--- src/hspu_defs.svh ---
// Constants for the host serial port block
`ifndef HSPU_DEFS_SVH
`define HSPU_DEFS_SVH
`define HSPU_RXBUF_DEPTH  7'd109
`define HSPU_CTS_RESUME   7'd14
`define HSPU_FT_MIN       7'd7
`define HSPU_FT_MAX       7'd102
`define HSPU_TXBUF_AW     7
`define HSPU_TXBUF_DEPTH  8'h80
`define HSPU_SPI_FILLER   8'h00
`define HSPU_STRAP_WAIT   2'h3
`define HSPU_API_SPI_MODE 2'h1
`endif

--- src/hspu_pkg.sv ---
// Types for the host serial port block
package hspu_pkg;
	typedef struct packed {
		logic [7:0] data;
		logic       last;
	} hspu_rf_beat_t;
	typedef struct packed {
		logic       cts_en;
		logic       rts_en;
		logic [6:0] ft;
		logic [1:0] api;
	} hspu_cfg_t;
	typedef enum logic [1:0] {
		HSPU_IDLE,
		HSPU_START,
		HSPU_DATA,
		HSPU_STOP
	} hspu_ser_t;
endpackage

--- src/hspu_fifo2.sv ---
// Two-entry skid buffer with valid/ready on both sides
`timescale 1ns/1ps
module hspu_fifo2 #(
	parameter int W = 8
) (
	// Clock and reset
	input  wire logic         clock,
	input  wire logic         arst_n,
	// Fill side
	input  wire logic         in_valid,
	output logic              in_ready,
	input  wire logic [W-1:0] in_data,
	// Drain side
	output logic              out_valid,
	input  wire logic         out_ready,
	output logic [W-1:0]      out_data
);
	logic [W-1:0] e0_q, e0_d, e1_q, e1_d;
	logic [1:0]   cnt_q, cnt_d;
	logic         push, pop;

	assign in_ready  = (cnt_q != 2'h2);
	assign out_valid = (cnt_q != 2'h0);
	assign out_data  = e0_q;
	assign push      = in_valid & in_ready;
	assign pop       = out_valid & out_ready;

	always_comb begin
		e0_d  = e0_q;
		e1_d  = e1_q;
		cnt_d = cnt_q;
		if (pop) begin
			e0_d = e1_q;
		end
		if (push) begin
			if (cnt_q == 2'h0 || (cnt_q == 2'h1 && pop)) begin
				e0_d = in_data;
			end else begin
				e1_d = in_data;
			end
		end
		cnt_d = cnt_q + {1'b0, push} - {1'b0, pop};
	end

	always_ff @(posedge clock or negedge arst_n) begin
		if (!arst_n) begin
			e0_q  <= '0;
			e1_q  <= '0;
			cnt_q <= 2'h0;
		end else begin
			e0_q  <= e0_d;
			e1_q  <= e1_d;
			cnt_q <= cnt_d;
		end
	end
endmodule

--- src/hspu_top.sv ---
// Host serial port: UART or SPI slave with receive and transmit buffers
// Functional notes
// - Only one port active, enabled and used
// - UART always on; SPI needs all pins
// - Through-hole: DOUT low at reset forces SPI
// - SPI active after select low, until reset
// - Received bytes buffered; overflow discards new byte
// - RF data to transmit buffer; drop when it and the system buffers are full
// - UART frame: start, 8 bits LSB first, stop
// - CTS high when fill reaches threshold
// - CTS low again 14 bytes below threshold
// - Receive buffer holds 109 bytes
// - RTS high withholds UART transmit data
// - Packet not fitting is discarded whole
// - Up to five characters after RTS high
// - SPI is slave only, master clocked
// - Communication only while select low
// - Attention low while data queued
// - SPI mode 0, MSB first
// - SPI always API mode 1
// - SPI full duplex, byte for byte
`timescale 1ns/1ps
`include "hspu_defs.svh"
module hspu_top import hspu_pkg::*; (
	// Clock and reset
	input  wire logic          clock,
	input  wire logic          arst_n,
	// Settings
	input  wire logic          pin_function_setting_a,
	input  wire logic          pin_function_setting_b,
	input  wire logic          pin_function_setting_c,
	input  wire logic          pin_function_setting_d,
	input  wire logic          through_hole_variant,
	input  wire hspu_cfg_t     cfg,
	input  wire logic [15:0]   baud_div_setting,
	// UART pins
	input  wire logic          uart_din,
	input  wire logic          uart_dout_i,
	output logic               uart_dout_o,
	output logic               uart_dout_oe,
	output logic               cts_n,
	input  wire logic          rts_n,
	// SPI pins
	input  wire logic          spi_sclk,
	input  wire logic          spi_ssel_n,
	input  wire logic          spi_mosi,
	output logic               spi_miso,
	output logic               slave_attention_out_n,
	// RF packet input
	input  wire hspu_rf_beat_t rf_beat,
	input  wire logic          rf_valid,
	output logic               rf_ready,
	input  wire logic          sys_buf_full,
	output logic               rf_drop,
	// Received serial data out
	output logic [7:0]         rx_data,
	output logic               rx_valid,
	input  wire logic          rx_ready,
	output logic               rx_drop,
	// Status
	output logic               spi_active,
	output logic [1:0]         api_mode
);
	// Synchronisers: din, rts, sclk, ssel, mosi, dout
	logic [5:0] s1_q, s2_q;
	logic       din_s, rts_s, sclk_s, ssel_s, mosi_s, dout_s;
	always_ff @(posedge clock or negedge arst_n) begin
		if (!arst_n) begin
			s1_q <= 6'h3f;
			s2_q <= 6'h3f;
		end else begin
			s1_q <= {uart_dout_i, spi_mosi, spi_ssel_n, spi_sclk, rts_n, uart_din};
			s2_q <= s1_q;
		end
	end
	assign {dout_s, mosi_s, ssel_s, sclk_s, rts_s, din_s} = s2_q;

	// Port selection and strap capture
	logic [1:0] strap_cnt_q, strap_cnt_d;
	logic       strap_q, strap_d, act_q, act_d, spi_en, sclk_p_q;
	always_comb begin
		strap_cnt_d = strap_cnt_q;
		strap_d     = strap_q;
		// Strap read only after the synchroniser has settled
		if (strap_cnt_q != `HSPU_STRAP_WAIT) begin
			strap_cnt_d = strap_cnt_q + 2'h1;
			if (strap_cnt_q == `HSPU_STRAP_WAIT - 2'h1) begin
				strap_d = through_hole_variant & ~dout_s;
			end
		end
		spi_en = (pin_function_setting_a & pin_function_setting_b &
		          pin_function_setting_c & pin_function_setting_d) | strap_q;
		act_d  = act_q | (spi_en & ~ssel_s);
	end
	always_ff @(posedge clock or negedge arst_n) begin
		if (!arst_n) begin
			strap_cnt_q <= 2'h0;
			strap_q     <= 1'b0;
			act_q       <= 1'b0;
			sclk_p_q    <= 1'b0;
		end else begin
			strap_cnt_q <= strap_cnt_d;
			strap_q     <= strap_d;
			act_q       <= act_d;
			sclk_p_q    <= sclk_s;
		end
	end
	assign spi_active   = act_q;
	assign api_mode     = act_q ? `HSPU_API_SPI_MODE : cfg.api;
	assign uart_dout_oe = (strap_cnt_q == `HSPU_STRAP_WAIT) & ~act_q;

	// Transmit buffer with packet commit and rewind
	logic [7:0] txmem [0:(1<<`HSPU_TXBUF_AW)-1];
	logic [`HSPU_TXBUF_AW:0] wr_q, wr_d, wc_q, wc_d, rd_q, rd_d;
	logic       tx_full, drop_q, drop_d, f_in_v, f_in_r, f_out_v, f_out_r, wr_en;
	logic [7:0] f_out;
	assign tx_full  = ((wr_q - rd_q) == `HSPU_TXBUF_DEPTH);
	// System buffers absorb a stall; both full means the packet is lost
	assign rf_ready = ~tx_full | sys_buf_full | drop_q;
	assign f_in_v   = (rd_q != wc_q);
	always_comb begin
		wr_d    = wr_q;
		wc_d    = wc_q;
		rd_d    = rd_q;
		drop_d  = drop_q;
		wr_en   = 1'b0;
		rf_drop = 1'b0;
		if (rf_valid & rf_ready) begin
			if (drop_q | tx_full) begin
				wr_d    = wc_q;
				drop_d  = ~rf_beat.last;
				rf_drop = rf_beat.last;
			end else begin
				wr_en = 1'b1;
				wr_d  = wr_q + 1'b1;
				if (rf_beat.last) begin
					wc_d = wr_q + 1'b1;
				end
			end
		end
		if (f_in_v & f_in_r) begin
			rd_d = rd_q + 1'b1;
		end
	end
	always_ff @(posedge clock) begin
		if (wr_en) begin
			txmem[wr_q[`HSPU_TXBUF_AW-1:0]] <= rf_beat.data;
		end
	end
	always_ff @(posedge clock or negedge arst_n) begin
		if (!arst_n) begin
			wr_q   <= '0;
			wc_q   <= '0;
			rd_q   <= '0;
			drop_q <= 1'b0;
		end else begin
			wr_q   <= wr_d;
			wc_q   <= wc_d;
			rd_q   <= rd_d;
			drop_q <= drop_d;
		end
	end

	hspu_fifo2 #(.W(8)) u_skid (
		.clock     (clock),
		.arst_n    (arst_n),
		.in_valid  (f_in_v),
		.in_ready  (f_in_r),
		.in_data   (txmem[rd_q[`HSPU_TXBUF_AW-1:0]]),
		.out_valid (f_out_v),
		.out_ready (f_out_r),
		.out_data  (f_out)
	);

	// UART receiver and transmitter
	hspu_ser_t  ur_st_q, ur_st_d, ut_st_q, ut_st_d;
	logic [15:0] ur_cnt_q, ur_cnt_d, ut_cnt_q, ut_cnt_d;
	logic [2:0] ur_bit_q, ur_bit_d, ut_bit_q, ut_bit_d;
	logic [7:0] ur_sh_q, ur_sh_d, ut_sh_q, ut_sh_d;
	logic       ur_push, ut_take, ut_line_q, ut_line_d;
	// Stops only at character boundaries, well inside the five allowed
	assign ut_take = (ut_st_q == HSPU_IDLE) & ~act_q & f_out_v &
	                 ~(cfg.rts_en & rts_s);
	always_comb begin
		ur_st_d  = ur_st_q;
		ur_cnt_d = (ur_cnt_q == 16'h0) ? baud_div_setting : ur_cnt_q - 16'h1;
		ur_bit_d = ur_bit_q;
		ur_sh_d  = ur_sh_q;
		ur_push  = 1'b0;
		case (ur_st_q)
			HSPU_IDLE: begin
				ur_cnt_d = {1'b0, baud_div_setting[15:1]};
				if (~din_s & ~act_q) begin
					ur_st_d = HSPU_START;
				end
			end
			HSPU_START: begin
				if (ur_cnt_q == 16'h0) begin
					ur_st_d  = din_s ? HSPU_IDLE : HSPU_DATA;
					ur_bit_d = 3'h0;
				end
			end
			HSPU_DATA: begin
				if (ur_cnt_q == 16'h0) begin
					ur_sh_d  = {din_s, ur_sh_q[7:1]};
					ur_bit_d = ur_bit_q + 3'h1;
					if (ur_bit_q == 3'h7) begin
						ur_st_d = HSPU_STOP;
					end
				end
			end
			HSPU_STOP: begin
				if (ur_cnt_q == 16'h0) begin
					ur_push = din_s;
					ur_st_d = HSPU_IDLE;
				end
			end
			default: ur_st_d = HSPU_IDLE;
		endcase
	end
	always_comb begin
		ut_st_d   = ut_st_q;
		ut_cnt_d  = (ut_cnt_q == 16'h0) ? baud_div_setting : ut_cnt_q - 16'h1;
		ut_bit_d  = ut_bit_q;
		ut_sh_d   = ut_sh_q;
		ut_line_d = ut_line_q;
		case (ut_st_q)
			HSPU_IDLE: begin
				ut_line_d = 1'b1;
				ut_cnt_d  = baud_div_setting;
				if (ut_take) begin
					ut_sh_d   = f_out;
					ut_line_d = 1'b0;
					ut_bit_d  = 3'h0;
					ut_st_d   = HSPU_START;
				end
			end
			HSPU_START, HSPU_DATA: begin
				if (ut_cnt_q == 16'h0) begin
					ut_line_d = ut_sh_q[0];
					ut_sh_d   = {1'b1, ut_sh_q[7:1]};
					if (ut_st_q == HSPU_DATA) begin
						ut_bit_d = ut_bit_q + 3'h1;
					end
					if (ut_st_q == HSPU_DATA && ut_bit_q == 3'h7) begin
						ut_line_d = 1'b1;
						ut_st_d   = HSPU_STOP;
					end else begin
						ut_st_d = HSPU_DATA;
					end
				end
			end
			HSPU_STOP: begin
				if (ut_cnt_q == 16'h0) begin
					ut_st_d = HSPU_IDLE;
				end
			end
			default: ut_st_d = HSPU_IDLE;
		endcase
	end
	always_ff @(posedge clock or negedge arst_n) begin
		if (!arst_n) begin
			ur_st_q   <= HSPU_IDLE;
			ur_cnt_q  <= 16'h0;
			ur_bit_q  <= 3'h0;
			ur_sh_q   <= 8'h00;
			ut_st_q   <= HSPU_IDLE;
			ut_cnt_q  <= 16'h0;
			ut_bit_q  <= 3'h0;
			ut_sh_q   <= 8'h00;
			ut_line_q <= 1'b1;
		end else begin
			ur_st_q   <= ur_st_d;
			ur_cnt_q  <= ur_cnt_d;
			ur_bit_q  <= ur_bit_d;
			ur_sh_q   <= ur_sh_d;
			ut_st_q   <= ut_st_d;
			ut_cnt_q  <= ut_cnt_d;
			ut_bit_q  <= ut_bit_d;
			ut_sh_q   <= ut_sh_d;
			ut_line_q <= ut_line_d;
		end
	end
	assign uart_dout_o = ut_line_q;

	// SPI slave, mode 0; the sampled clock caps the master rate
	logic [7:0] sp_rx_q, sp_rx_d, sp_tx_q, sp_tx_d;
	logic [2:0] sp_bit_q, sp_bit_d;
	logic       sp_v_q, sp_v_d, ssel_p_q, sp_push, sp_load, rise, fall;
	assign rise    = sclk_s & ~sclk_p_q;
	assign fall    = ~sclk_s & sclk_p_q;
	assign sp_load = act_q & ~ssel_s & ((ssel_p_q & ~ssel_s) | (fall & sp_bit_q == 3'h0));
	assign f_out_r = act_q ? sp_load : ut_take;
	always_comb begin
		sp_rx_d  = sp_rx_q;
		sp_tx_d  = sp_tx_q;
		sp_bit_d = sp_bit_q;
		sp_v_d   = sp_v_q;
		sp_push  = 1'b0;
		if (ssel_s | ~act_q) begin
			sp_bit_d = 3'h0;
		end else if (rise) begin
			sp_rx_d  = {sp_rx_q[6:0], mosi_s};
			sp_bit_d = sp_bit_q + 3'h1;
			sp_push  = (sp_bit_q == 3'h7);
		end else if (sp_load) begin
			sp_tx_d = f_out_v ? f_out : `HSPU_SPI_FILLER;
			sp_v_d  = f_out_v;
		end else if (fall) begin
			sp_tx_d = {sp_tx_q[6:0], 1'b0};
			if (sp_bit_q == 3'h7) begin
				sp_v_d = 1'b0;
			end
		end
	end
	always_ff @(posedge clock or negedge arst_n) begin
		if (!arst_n) begin
			sp_rx_q  <= 8'h00;
			sp_tx_q  <= 8'h00;
			sp_bit_q <= 3'h0;
			sp_v_q   <= 1'b0;
			ssel_p_q <= 1'b1;
		end else begin
			sp_rx_q  <= sp_rx_d;
			sp_tx_q  <= sp_tx_d;
			sp_bit_q <= sp_bit_d;
			sp_v_q   <= sp_v_d;
			// Seen high until active, so the first select also loads a byte
			ssel_p_q <= ssel_s | ~act_q;
		end
	end
	assign spi_miso = sp_tx_q[7];
	assign slave_attention_out_n = ~(act_q & (f_in_v | f_out_v | sp_v_q));

	// Serial receive buffer, CTS hysteresis
	logic [7:0] rxmem [0:108];
	logic [6:0] rwp_q, rwp_d, rrp_q, rrp_d, rcnt_q, rcnt_d, thr;
	logic [7:0] rxo_q, rxo_d;
	logic       rxv_q, rxv_d, cts_q, cts_d, push, wen, pop;
	assign push = act_q ? sp_push : ur_push;
	// Output register counts as one of the 109 places
	assign wen  = push & ((rcnt_q + {6'h0, rxv_q}) != `HSPU_RXBUF_DEPTH);
	assign pop  = (rcnt_q != 7'h0) & (~rxv_q | rx_ready);
	assign thr  = (cfg.ft < `HSPU_FT_MIN) ? `HSPU_FT_MIN :
	              (cfg.ft > `HSPU_FT_MAX) ? `HSPU_FT_MAX : cfg.ft;
	always_comb begin
		rwp_d   = wen ? ((rwp_q == `HSPU_RXBUF_DEPTH - 7'h1) ? 7'h0 : rwp_q + 7'h1) : rwp_q;
		rrp_d   = pop ? ((rrp_q == `HSPU_RXBUF_DEPTH - 7'h1) ? 7'h0 : rrp_q + 7'h1) : rrp_q;
		rcnt_d  = rcnt_q + {6'h0, wen} - {6'h0, pop};
		rx_drop = push & ~wen;
		rxo_d   = pop ? rxmem[rrp_q] : rxo_q;
		rxv_d   = pop | (rxv_q & ~rx_ready);
		cts_d   = cts_q;
		if (~cfg.cts_en) begin
			cts_d = 1'b0;
		end else if (rcnt_q >= thr) begin
			cts_d = 1'b1;
		end else if (rcnt_q + `HSPU_CTS_RESUME <= thr || rcnt_q == 7'h0) begin
			cts_d = 1'b0;
		end
	end
	always_ff @(posedge clock) begin
		if (wen) begin
			rxmem[rwp_q] <= act_q ? sp_rx_d : ur_sh_q;
		end
	end
	always_ff @(posedge clock or negedge arst_n) begin
		if (!arst_n) begin
			rwp_q  <= 7'h0;
			rrp_q  <= 7'h0;
			rcnt_q <= 7'h0;
			rxo_q  <= 8'h00;
			rxv_q  <= 1'b0;
			cts_q  <= 1'b0;
		end else begin
			rwp_q  <= rwp_d;
			rrp_q  <= rrp_d;
			rcnt_q <= rcnt_d;
			rxo_q  <= rxo_d;
			rxv_q  <= rxv_d;
			cts_q  <= cts_d;
		end
	end
	assign rx_data  = rxo_q;
	assign rx_valid = rxv_q;
	assign cts_n    = cts_q;
endmodule

--- config.mk ---
export PLATFORM = sky130hd
export DESIGN_NAME = hspu_top
export DESIGN_NICKNAME = d
export VERILOG_FILES = /design/src/hspu_pkg.sv /design/src/hspu_fifo2.sv /design/src/hspu_top.sv
export VERILOG_INCLUDE_DIRS = /design/src /design/src/src
export SDC_FILE = /design/constraint.sdc
export NUM_CORES = 2
export LEC_CHECK = 0
export BUFFER_PORTS_ARGS = -buffer_cell sky130_fd_sc_hd__buf_2
export CAP_MARGIN = 20
export CELL_PAD_IN_SITES_DETAIL_PLACEMENT = 1
export CELL_PAD_IN_SITES_GLOBAL_PLACEMENT = 1
export CORE_MARGIN = 1.5
export CORE_UTILIZATION = 37
export DETAILED_ROUTE_END_ITERATION = 16
export HOLD_SLACK_MARGIN = 0.05
export PLACE_DENSITY = 0.64
export SETUP_SLACK_MARGIN = 0.5
export SLEW_MARGIN = 20
export SYNTH_ARGS = -nofsm -noshare
export SYNTH_HDL_FRONTEND = slang
export SYNTH_SLANG_ARGS = --single-unit
--- constraint.sdc ---
create_clock -name clock -period 5.06 [get_ports clock]
set_clock_uncertainty 0.15 [all_clocks]
set_input_delay 0.253 -clock clock [delete_from_list [all_inputs] [get_ports clock]]
set_output_delay 0.253 -clock clock [all_outputs]
set_load 0.005 [all_outputs]
==> flow_metrics.py <==
metrics = {
    "placed_design": {
        "routabilityCongestion": 0.798,
        "hpwl_mm": 129,
        "preCtsSetupSlack_ns": 0.639,
        "port_buffers": 71,
    },
    "critical_path": {
        "critPathRequiredTime_ns": 5.36,
        "endpoint_kind": "register",
        "slowest_stage": "nor2_1",
        "arrival_ns": 4.78,
        "cp_max_fo": 14,
        "r2r_start": "ur_cnt_q[3]",
        "regToRegSetupSlack_ns": 0.58,
        "reg2regPathDepth": 9,
        "reg2reg_to": "rxmem[84][0]",
        "slowest_delay_ns": 0.87,
        "crit_path_start_kind": "register",
        "cp_top_family": "simple AND/OR/NAND/NOR gates",
        "crit_buf_inv": 2,
        "crit_chain": "or4_4 -> nor3_2 -> nand4_2 -> a21oi_2 -> buf_4 -> inv_2 -> nor2_4 -> nand3_2 -> nor2_1",
        "crit_type": "register to register",
    },
    "yosys": {
        "syn_inst": 4273,
        "netlist_area_um2": 82400,
        "synth.avg_cell_area_um2": 19.3,
        "synth_enable_flop_cells": 1896,
        "ys_seq_area_share_pct": 74.3,
        "async_flop_share_pct": 8.27,
        "syn_nets": 4386,
        "synth_ff_type": "edfxtp_1",
        "yosys_warnings": 0,
        "synth_cell_type_count": 74,
        "ys_seq_elements": 2067,
    },
    "clocking": {
        "htreeDepth": 4,
        "root_buffer": "clkbuf_16",
        "clkLatencyLatePin_ns": 0.87,
        "clk_pin_slew_worst_paths_ns": 0.06,
        "numCtsBuffers": 209,
        "cts.sinks": 2067,
        "cts_post_setup_buffers_inserted": 0,
        "cts_tree": "done",
        "ctsLongestPathBuffers": 3,
    },
    "die": {
        "fp.dieArea_um2": 226000,
        "fp.dieW_um": 475,
        "die_height_um": 475,
        "start_util_pct": 37.1,
        "io_pins": 72,
        "core_um2": 222000,
        "fp-row-count": 173,
    },
    "final_layout": {
        "multi_input_area_um2": 20000,
        "layout-drive-gt1-share_pct": 24.3,
        "final_util_pct": 42.9,
        "seq_area_um2": 61300,
        "area_growth_pct": 15.4,
        "nFillCells": 21000,
        "nets": 4706,
    },
    "sta": {
        "final-hold-violation-count": 0,
        "tns_ns": 0,
        "fmax_mhz": 223,
        "rsz0062_at_grt": "yes",
        "setup_ws_ns": 0.583,
        "holdWs_ns": 0.108,
        "finalCriticalPeriod_ns": 4.48,
        "min_period_over_period_pct": 88.5,
        "maxSlewViolCount": 0,
        "tightest_slew_ns": 1.18,
        "setup_viol": 0,
        "slew-limit-headroom_pct": 21.0,
    },
    "min_path": {
        "hp-class": "primary input to register",
        "hold_end": "ur_cnt_q[13]",
        "hold_depth": 4,
        "hold_start": "baud_div_setting[14]",
    },
    "grt": {
        "grt_pass1_vias": 44600,
        "grt_max_degree": 108,
        "grtUsageTotal_pct": 18.6,
        "grt_overflow": 0,
        "antenna_found_initial": 3,
        "grt_pass1_wl_mm": 310,
    },
    "route": {
        "wl_met2_mm": 99.9,
        "vias": 42300,
        "topRoutingLayerUsed": "met4",
        "first_pass_iters": 5,
        "drtAntennaViolNets": 0,
        "wirelength_met1_mm": 94.3,
        "vias_per_cell": 5.46,
        "avgRoutedWirePerCell_um": 27.0,
        "routed_wirelength_mm": 209,
        "drtIter0Drc": 3681,
        "wl_met3_mm": 11.2,
        "remaining_drc_errors": 0,
    },
    "power_and_ir_drop": {
        "seqPwrFrac_pct": 41.6,
        "p_leak_nw": 31.0,
        "p_clk_share_pct": 32.0,
        "max-vdd-ir-drop_mv": 0.458,
        "intPower_mw": 34.7,
        "switchingPower_mw": 15.4,
        "combPwrFrac_pct": 26.4,
        "switching_share_pct": 30.7,
        "power.density_nw_per_um2": 526,
    },
    "run_status": {
        "status": "finished clean",
    },
    "flow_run": {
        "maxCapViolations": 0,
    },
}
per-layer routing:
layer,global-route usage [%],vias up
li1,-,18000
met3,2.77,259
met5,0,-
met4,4.49,0
met2,29.6,1270
met1,26.8,22800
layout make-up:
class                           instances  area share, %
Multi-Input combinational cell       1930           21.1
Inverter                               51          0.203
Clock inverter                        140           1.77
Antenna cell                            3        0.00789
Clock buffer                          249           5.79
Tap cell                             2975           3.91
Timing Repair Buffer                  334           2.84
Sequential cell                      2067           64.4
cell usage in the layout, fill, tap and decap left out, types with 11 or more instances in the layout:
cell and count:
dlygate4sd3_1 76, a221oi_1 35, mux2_2 37, nor2_1 334
xnor2_1 36, clkinvlp_4 12, mux2i_1 111, nand3_1 45
nand2_1 193, a22oi_1 22, clkbuf_8 11, xor2_1 30
a22o_1 31, nor2b_1 18, dfrtp_1 150, bufinv_16 29
clkinv_2 41, o41ai_1 11, nand4_1 12, clkbuf_1 29
and3_1 17, nand2b_1 14, dfstp_2 14, ha_1 60
inv_1 47, o22ai_1 49, clkbuf_16 210, buf_2 62
a21oi_1 83, edfxtp_1 1896, o211ai_1 11, mux4_2 486
or3_1 12, buf_4 183, nor3_1 43, o21ai_0 104
clkinv_1 43
worst max-delay path by stage:
stage	start	slack, ns	end	cells past startpoint
after floorplan	rd_q[1]	0.79	txmem[126][0]	15
after global placement	ur_cnt_q[3]	0.78	rxmem[65][7]	9
after detailed placement	ur_cnt_q[2]	0.64	rxmem[65][0]	9
after CTS	ur_cnt_q[2]	0.58	rxmem[80][1]	10
after global routing	ur_cnt_q[3]	0.39	rxmem[80][0]	10
final	ur_cnt_q[3]	0.58	rxmem[84][0]	9
sequential cells by signal, indices dropped and copies added (netlist names), 6 cells and up, named ones only:
| signal | flops |
|---|---|
| rcnt_q | 7 |
| rd_q | 8 |
| u_skid.out_data | 8 |
| rx_data | 8 |
| s1_q | 6 |
| rwp_q | 7 |
| ut_sh_q | 8 |
| sp_tx_q | 8 |
| wc_q | 8 |
| txmem | 1024 |
| ur_sh_q | 8 |
| s2_q | 6 |
| u_skid.e1_q | 8 |
| rxmem | 872 |
| rrp_q | 7 |
| ur_cnt_q | 16 |
| wr_q | 8 |
| ut_cnt_q | 16 |
| sp_rx_q | 8 |
kinds of logic (layout without fill, tap and decap cells):
group / Yosys count / after routing / synth area share [%]
other: 0 / 3 / 0
muxes: 642 / 642 / 15.2
buffers and inverters: 276 / 774 / 1.50
xor gates and xnor gates: 66 / 66 / 0.701
and+or+nand+nor: 745 / 745 / 3.99
adders and majority gates: 61 / 61 / 0.935
DFF: 2067 / 2067 / 74.3
AOI/OAI and AO/OA: 416 / 416 / 3.33
worst min-delay path, stage by stage:
cell and delay [ns]:
dlygate4sd3_1 0.55, buf_2 0.16, nand2_1 0.05, o21ai_0 0.07
Yosys cell counts (31+ instances only):
master | number | share of area, %
inv_1 | 48 | 0.22
o21ai_0 | 104 | 0.63
nor2_1 | 343 | 1.6
ha_1 | 60 | 0.91
dfrtp_1 | 157 | 4.8
mux2i_1 | 111 | 1.3
edfxtp_1 | 1896 | 69
nor3_1 | 43 | 0.26
a21oi_1 | 83 | 0.50
a22o_1 | 31 | 0.33
nand3_1 | 45 | 0.27
nand2_1 | 193 | 0.88
mux4_2 | 486 | 13
buf_2 | 60 | 0.36
a221oi_1 | 35 | 0.37
o22ai_1 | 49 | 0.37
mux2_2 | 45 | 0.61
xnor2_1 | 36 | 0.38
clkbuf_1 | 118 | 0.54
metrics by stage:
stage / cell area [µm²] / std cells / power [mW]
3_3_place_gp: 87100 / 7279 / 34.2
4_1_cts: 95000 / 7745 / 50.5
6_report: 95100 / 7749 / 50.0
3_5_place_dp: 87100 / 7279 / 34.4
5_1_grt: 95100 / 7747 / 51.9
2_1_floorplan: 82400 / 4273 / 29.4
power groups by stage:
stage / logic (mW) / clock network (mW) / registers, mW
after floorplan: 8.71 / 0 / 20.7
after global placement: 13.0 / 0 / 21.1
after detailed placement: 13.2 / 0 / 21.2
after CTS: 13.4 / 16.3 / 20.8
after global routing: 14.1 / 16.9 / 20.9
final: 13.2 / 16.0 / 20.8
repair_timing:
action,in CTS,in global routing
setup endpoints to repair,0,158
endpoints found under the hold margin,804,0
hold buffers,77,0
gates resized for setup,0,6
Power figures use the tool's default switching activity.
